### config.mk
export PLATFORM = sky130hd
export DESIGN_NAME = flash_status_host
export DESIGN_NICKNAME = d
export VERILOG_FILES = /design/src/flash_host_pkg.sv /design/src/flash_bus_if.sv /design/src/flash_cycle_engine.sv /design/src/flash_status_host.sv
export SDC_FILE = /design/constraint.sdc
export NUM_CORES = 1
export LEC_CHECK = 0
export BUFFER_PORTS_ARGS = -buffer_cell sky130_fd_sc_hd__buf_2
export CORE_ASPECT_RATIO = 0.9
export CORE_UTILIZATION = 40
export CTS_CLUSTER_SIZE = 8
export DETAILED_ROUTE_END_ITERATION = 8
export GPL_TIMING_DRIVEN = 0
export HOLD_SLACK_MARGIN = 0.08
export PLACE_DENSITY_LB_ADDON = 0.05
export SKIP_LAST_GASP = 1
export SLEW_MARGIN = 5
export SYNTH_ARGS = -nofsm -noshare
export SYNTH_HDL_FRONTEND = slang
export SYNTH_SLANG_ARGS = --single-unit
### constraint.sdc
create_clock -name pclk -period 2.3 [get_ports pclk]
set_input_delay 0.345 -clock pclk [delete_from_list [all_inputs] [get_ports pclk]]
set_output_delay 0.345 -clock pclk [all_outputs]
set_load 0.05 [all_outputs]
### src/flash_host_pkg.sv
// Package for the flash status-polling host controller.
// Assumes a 20 MHz pclk and an 8-bit asynchronous parallel flash on the far side.
package flash_host_pkg;

	// ------------------------------------------------------------
	// APB register map (byte addresses)
	// ------------------------------------------------------------
	localparam logic [7:0] ctrl_off = 8'h00;
	localparam logic [7:0] addr_off = 8'h04;
	localparam logic [7:0] wdata_off = 8'h08;
	localparam logic [7:0] stat_off = 8'h0c;
	localparam logic [7:0] rdata_off = 8'h10;

	// Control register fields (write 1 to start or abort; self clearing)
	localparam int ctrl_read_bit = 0;
	localparam int ctrl_write_bit = 1;
	localparam int ctrl_poll_bit = 2;
	localparam int ctrl_abort_bit = 3;

	// Status register fields
	localparam int stat_busy_bit = 0;
	localparam int stat_done_bit = 1;
	localparam int stat_fail_bit = 2;
	localparam int stat_erase_tgl_bit = 3;

	// Device status byte layout (operation_status_byte)
	localparam int polarity_poll_pos = 7;
	localparam int toggle_bit_one_pos = 6;
	localparam int timeout_error_pos = 5;
	localparam int erase_toggle_pos = 2;

	// Reset command written to return the device to array reads
	localparam logic [15:0] reset_cmd_addr = 16'h0000;
	localparam logic [7:0] reset_cmd_data = 8'hf0;

	// ------------------------------------------------------------
	// Strobe timing
	// ------------------------------------------------------------
	localparam int clk_period_ns = 50;
	// Low phase must outlast the two-flop lag on returned data, or reads see stale lines
	localparam int strobe_low_ns = 150;
	localparam int strobe_high_ns = 50;
	localparam int noise_min_ns = 5;
	localparam int strobe_low_cyc = (strobe_low_ns + clk_period_ns - 1) / clk_period_ns;
	localparam int strobe_high_cyc = (strobe_high_ns + clk_period_ns - 1) / clk_period_ns;
	localparam logic [3:0] strobe_low_cnt = 4'(strobe_low_cyc);
	localparam logic [3:0] strobe_high_cnt = 4'(strobe_high_cyc);

	typedef enum logic [1:0] {cyc_idle, cyc_low, cyc_high} cyc_state_t;
	typedef enum logic [2:0] {
		op_idle, op_read, op_write, op_poll_a, op_poll_b, op_poll_c, op_reset
	} op_state_t;

endpackage

### src/flash_bus_if.sv
// Interface between the sequencer and the strobe engine.
// Assumes both ends run on pclk.
`timescale 1ns/1ps
interface flash_bus_if;
	logic req;
	logic wr;
	logic [15:0] addr;
	logic [7:0] wdata;
	logic ack;
	logic [7:0] rdata;
	modport master (output req, output wr, output addr, output wdata, input ack, input rdata);
	modport engine (input req, input wr, input addr, input wdata, output ack, output rdata);
endinterface

### src/flash_cycle_engine.sv
// Strobe engine: runs one read or write bus cycle on the flash pins.
// Assumes data_lines_i is already synchronised by the caller.
`timescale 1ns/1ps
module flash_cycle_engine
	import flash_host_pkg::*;
(
	input wire logic pclk,
	input wire logic presetn,
	input wire logic clk_en,
	flash_bus_if.engine bus,
	input wire logic [7:0] data_lines_i,
	output logic [15:0] flash_addr,
	output logic [7:0] data_lines_o,
	output logic data_lines_oe,
	output logic chip_sel_n,
	output logic out_en_n,
	output logic write_en_n
);

	cyc_state_t st_q, st_d;
	logic [3:0] cnt_q, cnt_d;
	logic wr_q, wr_d;
	logic [15:0] addr_q, addr_d;
	logic [7:0] wd_q, wd_d;
	logic [7:0] rd_q, rd_d;
	logic ack_q, ack_d;

	// ------------------------------------------------------------
	// Next state
	// ------------------------------------------------------------
	always_comb begin
		st_d = st_q;
		cnt_d = cnt_q;
		wr_d = wr_q;
		addr_d = addr_q;
		wd_d = wd_q;
		rd_d = rd_q;
		ack_d = 1'b0;
		case (st_q)
			cyc_idle: begin
				if (bus.req) begin
					st_d = cyc_low;
					cnt_d = strobe_low_cnt;
					wr_d = bus.wr;
					addr_d = bus.addr;
					wd_d = bus.wdata;
				end
			end
			cyc_low: begin
				// Strobes held many ns beyond the noise floor so every cycle counts
				if (cnt_q > 4'h1) begin
					cnt_d = cnt_q - 4'h1;
				end else begin
					// Sampling with out_en still low; the read ends on its rise
					rd_d = data_lines_i;
					st_d = cyc_high;
					cnt_d = strobe_high_cnt;
				end
			end
			cyc_high: begin
				if (cnt_q > 4'h1) begin
					cnt_d = cnt_q - 4'h1;
				end else begin
					st_d = cyc_idle;
					ack_d = 1'b1;
				end
			end
			default: st_d = cyc_idle;
		endcase
	end

	always_ff @(posedge pclk or negedge presetn) begin
		if (!presetn) begin
			st_q <= cyc_idle;
			cnt_q <= 4'h0;
			wr_q <= 1'b0;
			addr_q <= 16'h0000;
			wd_q <= 8'h00;
			rd_q <= 8'h00;
			ack_q <= 1'b0;
		end else if (clk_en) begin
			st_q <= st_d;
			cnt_q <= cnt_d;
			wr_q <= wr_d;
			addr_q <= addr_d;
			wd_q <= wd_d;
			rd_q <= rd_d;
			ack_q <= ack_d;
		end
	end

	// Write uses chip select and write strobe low, never with out_en low
	assign chip_sel_n = (st_q != cyc_low);
	assign write_en_n = !((st_q == cyc_low) && wr_q);
	assign out_en_n = !((st_q == cyc_low) && !wr_q);
	assign data_lines_oe = (st_q != cyc_idle) && wr_q;
	assign data_lines_o = wd_q;
	assign flash_addr = addr_q;
	assign bus.ack = ack_q && clk_en;
	assign bus.rdata = rd_q;

endmodule

### src/flash_status_host.sv
// Host controller: APB slave that runs reads, writes and toggle polling
// on a parallel flash. Assumes the flash pins are asynchronous to pclk.
`timescale 1ns/1ps
// Contract
// - Host reads all lines twice, compares
// - Steady toggle means done; next read data
// - Toggling: check error bit, recheck if high
// - Still toggling after error: fail, reset command
// - Resumed polling restarts with a read pair
// - Write needs chip select and write strobe low
module flash_status_host
	import flash_host_pkg::*;
(
	input wire logic pclk,
	input wire logic presetn,
	input wire logic clk_en,
	input wire logic psel,
	input wire logic penable,
	input wire logic pwrite,
	input wire logic [7:0] paddr,
	input wire logic [31:0] pwdata,
	output logic [31:0] prdata,
	output logic pready,
	output logic pslverr,
	output logic [15:0] flash_addr,
	input wire logic [7:0] data_lines_i,
	output logic [7:0] data_lines_o,
	output logic data_lines_oe,
	output logic chip_sel_n,
	output logic out_en_n,
	output logic write_en_n
);

	// ------------------------------------------------------------
	// Pin synchroniser
	// ------------------------------------------------------------
	logic [7:0] dl_meta_q, dl_sync_q;

	always_ff @(posedge pclk or negedge presetn) begin
		if (!presetn) begin
			dl_meta_q <= 8'h00;
			dl_sync_q <= 8'h00;
		end else if (clk_en) begin
			dl_meta_q <= data_lines_i;
			dl_sync_q <= dl_meta_q;
		end
	end

	flash_bus_if bus ();

	flash_cycle_engine u_engine (
		.pclk(pclk),
		.presetn(presetn),
		.clk_en(clk_en),
		.bus(bus.engine),
		.data_lines_i(dl_sync_q),
		.flash_addr(flash_addr),
		.data_lines_o(data_lines_o),
		.data_lines_oe(data_lines_oe),
		.chip_sel_n(chip_sel_n),
		.out_en_n(out_en_n),
		.write_en_n(write_en_n)
	);

	function automatic logic toggled(input logic [7:0] a, input logic [7:0] b);
		return (a[toggle_bit_one_pos] != b[toggle_bit_one_pos]);
	endfunction

	function automatic logic erase_toggled(input logic [7:0] a, input logic [7:0] b);
		return (a[erase_toggle_pos] != b[erase_toggle_pos]);
	endfunction

	// ------------------------------------------------------------
	// Registers and sequencer
	// ------------------------------------------------------------
	op_state_t op_q, op_d;
	logic [15:0] addr_q, addr_d;
	logic [7:0] wdata_q, wdata_d;
	logic [7:0] rdata_q, rdata_d;
	logic [7:0] first_q, first_d;
	logic done_q, done_d;
	logic fail_q, fail_d;
	logic etgl_q, etgl_d;
	logic req_q, req_d;
	logic wr_q, wr_d;
	logic [15:0] baddr_q, baddr_d;
	logic [7:0] bwdata_q, bwdata_d;
	logic pend_q, pend_d;
	logic [31:0] prdata_q, prdata_d;

	logic bus_wr, rd_setup;
	logic go_read, go_write, go_poll, go_abort;
	logic busy;

	assign bus_wr = psel && penable && pwrite;
	assign rd_setup = psel && !penable && !pwrite;
	assign go_read = bus_wr && (paddr == ctrl_off) && pwdata[ctrl_read_bit];
	assign go_write = bus_wr && (paddr == ctrl_off) && pwdata[ctrl_write_bit];
	assign go_poll = bus_wr && (paddr == ctrl_off) && pwdata[ctrl_poll_bit];
	assign go_abort = bus_wr && (paddr == ctrl_off) && pwdata[ctrl_abort_bit];
	// A cycle left running by an abort keeps the block busy until its ack
	assign busy = (op_q != op_idle) || pend_q;

	always_comb begin
		op_d = op_q;
		addr_d = addr_q;
		wdata_d = wdata_q;
		rdata_d = rdata_q;
		first_d = first_q;
		done_d = done_q;
		fail_d = fail_q;
		etgl_d = etgl_q;
		req_d = 1'b0;
		wr_d = wr_q;
		baddr_d = baddr_q;
		bwdata_d = bwdata_q;
		if (bus_wr && (paddr == addr_off) && !busy) begin
			addr_d = pwdata[15:0];
		end
		if (bus_wr && (paddr == wdata_off) && !busy) begin
			wdata_d = pwdata[7:0];
		end
		case (op_q)
			op_idle: begin
				if ((go_read || go_write || go_poll) && !pend_q) begin
					done_d = 1'b0;
					fail_d = 1'b0;
					req_d = 1'b1;
					baddr_d = addr_q;
					bwdata_d = wdata_q;
					wr_d = go_write && !go_read;
					if (go_read) begin
						op_d = op_read;
					end else if (go_write) begin
						op_d = op_write;
					end else begin
						// Every poll starts afresh with a read pair
						op_d = op_poll_a;
						wr_d = 1'b0;
					end
				end
			end
			op_read, op_write, op_reset: begin
				if (bus.ack) begin
					if (op_q == op_read) begin
						rdata_d = bus.rdata;
					end
					done_d = 1'b1;
					op_d = op_idle;
				end
			end
			op_poll_a: begin
				if (bus.ack) begin
					first_d = bus.rdata;
					req_d = 1'b1;
					op_d = op_poll_b;
				end
			end
			op_poll_b, op_poll_c: begin
				if (bus.ack) begin
					rdata_d = bus.rdata;
					etgl_d = erase_toggled(first_q, bus.rdata);
					if (!toggled(first_q, bus.rdata)) begin
						// Steady toggle: operation over, array data next
						done_d = 1'b1;
						op_d = op_idle;
					end else if (op_q == op_poll_c) begin
						// Error bit seen and still toggling: failed
						fail_d = 1'b1;
						req_d = 1'b1;
						wr_d = 1'b1;
						baddr_d = reset_cmd_addr;
						bwdata_d = reset_cmd_data;
						op_d = op_reset;
					end else begin
						// Still toggling: recheck, escalate if error bit high
						first_d = bus.rdata;
						req_d = 1'b1;
						if (bus.rdata[timeout_error_pos]) begin
							op_d = op_poll_c;
						end
					end
				end else if (go_abort) begin
					// Host leaves polling; next poll restarts from a pair
					op_d = op_idle;
				end
			end
			default: op_d = op_idle;
		endcase
	end

	always_ff @(posedge pclk or negedge presetn) begin
		if (!presetn) begin
			op_q <= op_idle;
			addr_q <= 16'h0000;
			wdata_q <= 8'h00;
			rdata_q <= 8'h00;
			first_q <= 8'h00;
			done_q <= 1'b0;
			fail_q <= 1'b0;
			etgl_q <= 1'b0;
			req_q <= 1'b0;
			wr_q <= 1'b0;
			baddr_q <= 16'h0000;
			bwdata_q <= 8'h00;
		end else if (clk_en) begin
			op_q <= op_d;
			addr_q <= addr_d;
			wdata_q <= wdata_d;
			rdata_q <= rdata_d;
			first_q <= first_d;
			done_q <= done_d;
			fail_q <= fail_d;
			etgl_q <= etgl_d;
			req_q <= req_d;
			wr_q <= wr_d;
			baddr_q <= baddr_d;
			bwdata_q <= bwdata_d;
		end
	end

	// ------------------------------------------------------------
	// Outstanding engine cycle
	// ------------------------------------------------------------
	// An abort leaves the engine running; its late ack must not pass
	// for the first read of the next poll, so starts wait for it.
	always_comb begin
		pend_d = pend_q;
		if (req_q) begin
			pend_d = 1'b1;
		end
		if (bus.ack) begin
			pend_d = 1'b0;
		end
	end

	always_ff @(posedge pclk or negedge presetn) begin
		if (!presetn) begin
			pend_q <= 1'b0;
		end else if (clk_en) begin
			pend_q <= pend_d;
		end
	end

	// A pending abort is dropped if an engine ack lands in the same cycle, whether or not the poll ends on it.
	assign bus.req = req_q;
	assign bus.wr = wr_q;
	assign bus.addr = baddr_q;
	assign bus.wdata = bwdata_q;

	// ------------------------------------------------------------
	// APB read mux
	// ------------------------------------------------------------
	// Read data is taken at the setup edge so it leaves a flop and
	// still stands through the zero-wait access phase.
	always_comb begin
		prdata_d = 32'h0000_0000;
		pslverr = 1'b0;
		case (paddr)
			ctrl_off: prdata_d = 32'h0000_0000;
			addr_off: prdata_d = {16'h0000, addr_q};
			wdata_off: prdata_d = {24'h00_0000, wdata_q};
			stat_off: begin
				prdata_d[stat_busy_bit] = busy;
				prdata_d[stat_done_bit] = done_q;
				prdata_d[stat_fail_bit] = fail_q;
				prdata_d[stat_erase_tgl_bit] = etgl_q;
			end
			rdata_off: prdata_d = {24'h00_0000, rdata_q};
			default: pslverr = psel && penable;
		endcase
		if (!rd_setup) begin
			prdata_d = 32'h0000_0000;
		end
	end

	always_ff @(posedge pclk or negedge presetn) begin
		if (!presetn) begin
			prdata_q <= 32'h0000_0000;
		end else if (clk_en) begin
			prdata_q <= prdata_d;
		end
	end

	assign prdata = prdata_q;

	assign pready = 1'b1;

endmodule

==> metrics.log <==
[metrics] distinct cell type count after synthesis: 53
[metrics] critical path depth in cells: 6
[metrics] count of synthesis-stage warnings from yosys: 0
[metrics] combinational group share of total power: 21.0%
[metrics] cell row count: 42
[metrics] critical-path maximum fanout: 10
[metrics] required time at the endpoint of the critical path: 1.96 ns
[metrics] cell type with the highest aggregate area in the netlist: dfrtp_1
[metrics] vias: 4232
[metrics] sequential cell area fraction in the yosys report: 56.87%
[metrics] number of design-rule violations left by the first detailed-router iteration: 260
[metrics] Port Buf Inserts: 81
[metrics] measured slew at the worst slew-check pin: 0.8883 ns
[metrics] level count of the clock H-tree: 4
[metrics] share of the cycle needed by the critical path after routing: 95.32%
[metrics] number of failing setup endpoints in the final timing report: 0
[metrics] minimum setup slack among reg-to-reg paths: 0.13 ns
[metrics] combined global-route utilization of all metal layers: 19.25%
[metrics] number of pins exceeding their max-slew limit in the final report: 0
[metrics] mean instance size in the synthesized netlist: 12.11 µm²
[metrics] type of the worst min-delay path: in -> reg
[metrics] relative slew slack: 39.94%
[metrics] number of synthesized flops with an enable pin: 0
[metrics] maximum number of pins on one net before global-route repair: 77
[metrics] number of storage elements in the synthesis netlist: 139
[metrics] non-filler cells in the finished layout: 836
[metrics] largest vdd supply drop: 557.1 µV
[metrics] setup repair after global routing missed its margin: false
[metrics] Clock Path Buffers: 2
[metrics] vias in the first global route: 4098
[metrics] share of post-route cells with drive strength above 1: 37.30%
[metrics] final hold slack: 0.1618 ns
[metrics] RD Place Congestion: 0.9185
[metrics] f_max: 0.4561 GHz
[metrics] cell type group with the largest total delay on the critical path: buffers and inverters
[metrics] launching point of the worst reg2reg path: pend_q
[metrics] antenna violations before repair: 0
[metrics] Top FF cell, synth: dfrtp_1
[metrics] part of the power in the clock network: 40.0%
[metrics] library cell appearing most often on the critical path: buf_2
[metrics] run status: complete, no violations
[metrics] switching fraction of total power: 29.76%
[metrics] Worst Hold Path Cells: 2
[metrics] CTS sink count: 139
[metrics] beginning of the worst hold path: data_lines_i[3]
[metrics] routed length per instance: 17.03 µm
[metrics] ordered list of cells on the worst path: buf_2, nor4_1, and3_1, clkbuf_1, a211oi_2, buf_2
[metrics] fin crit period: 2.192 ns
[metrics] worst-path cell with the longest stage delay: nor4_1
[metrics] crit path DAT: 1.85 ns
[metrics] proportion of synthesized flip-flops having asynchronous set or reset: 100.0%
[metrics] area growth from synthesis to layout: 24.08%
[metrics] number of maximum-capacitance constraint violations: 0
[metrics] first-pass GRT wire length: 22.82 mm
[metrics] placeable core area: 14820 µm²
[metrics] area of the mapped netlist: 6116 µm²
[metrics] library cell used as clock root buffer: clkbuf_16
[metrics] global route total overflow: 0
[metrics] Pre-antenna DRT Iters: 7
[metrics] TritonCTS clock tree: done
[metrics] post-placement cell count: 800
[metrics] net switching power of the design: 2246 µW
[metrics] Int Pwr: 5300 µW
[metrics] Setup CP Type: in -> out
[metrics] share of the synthesized area in the top cell type: 56.87%
[metrics] maximum clock skew at final layout: 0.005669 ns
[metrics] number of cells on the worst reg-to-reg path: 5
[metrics] category of the worst setup path launch point: input pin
[metrics] biggest area contributors in the synthesized netlist: dfrtp_1 57%, mux2_2 14%, nand2_1 3.8%
[metrics] number of nets in the finished design: 685
[metrics] fraction of power consumed by sequential logic: 39.0%
[metrics] number of endpoints with negative hold slack in the final report: 0
[metrics] insertion delay of the later-clocked pin in the worst-skew pair: 0.41 ns
[metrics] number of antenna repair diodes: 0
[metrics] Detailed Place HPWL: 10.48 mm
[metrics] Worst Path Buf+Inv: 3
[metrics] cells after synthesis: 505
[metrics] TritonCTS Buffers: 17
[metrics] die outline height: 119.3 µm
[metrics] cell area power density: 994.4 nW/µm²
[metrics] crit path capture type: output pin
[metrics] post-CTS clock slew at the launch and capture registers of the worst setup and hold paths: 0.06 ns
[metrics] stage delay of the slowest cell on the critical path: 0.46 ns
[metrics] wirelength, routed: 14.23 mm
[metrics] Worst R2R End: op_q[2]
[metrics] number of top-level pins: 116
[metrics] Leak: 0.003749 µW
[metrics] full die area: 15790 µm²
[metrics] Post-DRT Antenna Nets: 0
[metrics] Hold Crit Endpoint: dl_meta_q[3]
[metrics] width of the die: 132.3 µm
[metrics] Vias per Instance: 5.062
[metrics] DRC violations left: 0
[metrics] initial cell density of the core: 41.27%
[power groups by stage]
| stage | clock network [µW] | registers, µW | logic (µW) |
|---|---|---|---|
| 4_1_cts | 3070 | 2940 | 1570 |
| 2_1_floorplan | 0 | 2930 | 1110 |
| 3_5_place_dp | 0 | 2990 | 1550 |
| 3_3_place_gp | 0 | 2980 | 1520 |
| 6_report | 3020 | 2950 | 1580 |
| 5_1_grt | 3190 | 2990 | 1750 |
[state kept, by name, indices dropped and copies added, names as in the netlist, 2 cells and up]
name	flops
dl_sync_q	8
wdata_q	8
u_engine.cnt_q	4
addr_q	16
u_engine.flash_addr	16
u_engine.bus.rdata	8
u_engine.st_q	2
prdata	16
first_q	2
rdata_q	8
dl_meta_q	8
baddr_q	16
op_q	3
bus.wdata	8
u_engine.data_lines_o	8
[synthesized netlist by cell type (2+ instances only)]
library cell / count
mux2_2: 74
o211ai_1: 2
a22o_1: 12
nand2_1: 62
mux2_4: 10
inv_1: 10
nand2b_1: 5
o2bb2ai_1: 8
nor2_1: 19
and3_1: 3
nor4_1: 2
ha_1: 5
a211oi_1: 6
or4_1: 2
buf_4: 17
nor3_1: 11
and2_1: 2
conb_1: 2
o21ai_0: 34
or3_1: 2
a21oi_1: 9
xnor2_1: 4
a221oi_1: 5
a222oi_1: 4
dfrtp_1: 139
a21o_1: 3
clkbuf_1: 21
o31ai_1: 2
nor2b_1: 3
buf_1: 2
buf_2: 2
nand3_1: 2
[how the worst max path moves through the flow]
stage | startpoint | endpoint | slack [ns]
2_1_floorplan | paddr[5] | addr_q[10] | 0.09
3_3_place_gp | presetn | addr_q[9] | -1.08
3_5_place_dp | paddr[4] | addr_q[11] | -0.34
4_1_cts | op_q[1] | op_q[2] | 0.02
5_1_grt | op_q[1] | baddr_q[0] | 0.02
6_report | paddr[1] | pslverr | 0.11
[cells in the final DEF (no fill, tap or decap), types with 3 or more instances in the layout]
master      instances
ha_1                5
dfrtp_1           139
nor3_1              9
xnor2_1             4
nor2b_1             3
bufinv_16           5
a21oi_1             9
clkbuf_1           14
inv_1              10
nand2b_1            4
clkbuf_2            6
o21ai_0            34
a22o_1             12
nor2_1             18
a211oi_1            5
mux2_2             74
conb_1             17
a222oi_1            4
a221oi_1            5
a21o_1              3
clkbuf_16          17
clkbuf_8            3
o2bb2ai_1           8
buf_4              22
buf_2              82
mux2_4             10
nand2_1            62
and3_1              3
clkinvlp_4          3
[routing by layer]
layer / up-vias / share of wire (%) / track usage, % / wire, µm
li1: 2018 / - / - / -
met1: 2078 / 51 / 28.45 / 7194
met2: 123 / 43 / 26.81 / 6075
met3: 13 / 5.4 / 5.875 / 767
met4: 0 / 1.4 / 5.819 / 196
met5: - / 0 / 0 / 0
[cells by family after synthesis]
group                      synth area share (%)
adders and majority gates                 1.023
DFF                                       56.87
AOI/OAI and AO/OA                         10.29
and+or+nand+nor                           10.27
buffers and inverters                     4.460
muxes                                     16.24
other                                    0.1228
xor gates and xnor gates                 0.7160
[repair_timing]
item | in CTS | in global routing
setup endpoints to repair | 43 | 49
hold buffers | 1 | 0
resized for setup | 5 | 9
pin swaps | 1 | 1
gates cloned | 0 | 0
endpoints found under the hold margin | 75 | 0
buffers inserted | 1 | 4
[layout make-up]
class,instances,area [µm²]
inverter,10,37.54
clock inverter,11,191.4
tap,198,247.7
sequential,139,3478
fill,1381,7231
clock buffer,20,466.7
timing repair buffer,88,486.7
multi-input combinational,328,2441
buffer,42,239.0
[through the flow]
stage / total power [µW] / TNS (ns) / instance area (µm²) / utilization (%) / worst slack, ns
after CTS: 7593 / 0 / 7550 / 50.95 / 0.02428
after detailed placement: 4533 / -13.50 / 6864 / 46.32 / -0.3443
after global placement: 4496 / -160.62 / 6830 / 46.09 / -1.081
after floorplan: 4045 / 0 / 6177 / - / 0.08975
after global routing: 7932 / 0 / 7589 / 51.21 / 0.01861
final: 7546 / 0 / 7589 / 51.21 / 0.1077
No activity file was read; power rests on OpenSTA's default activity.
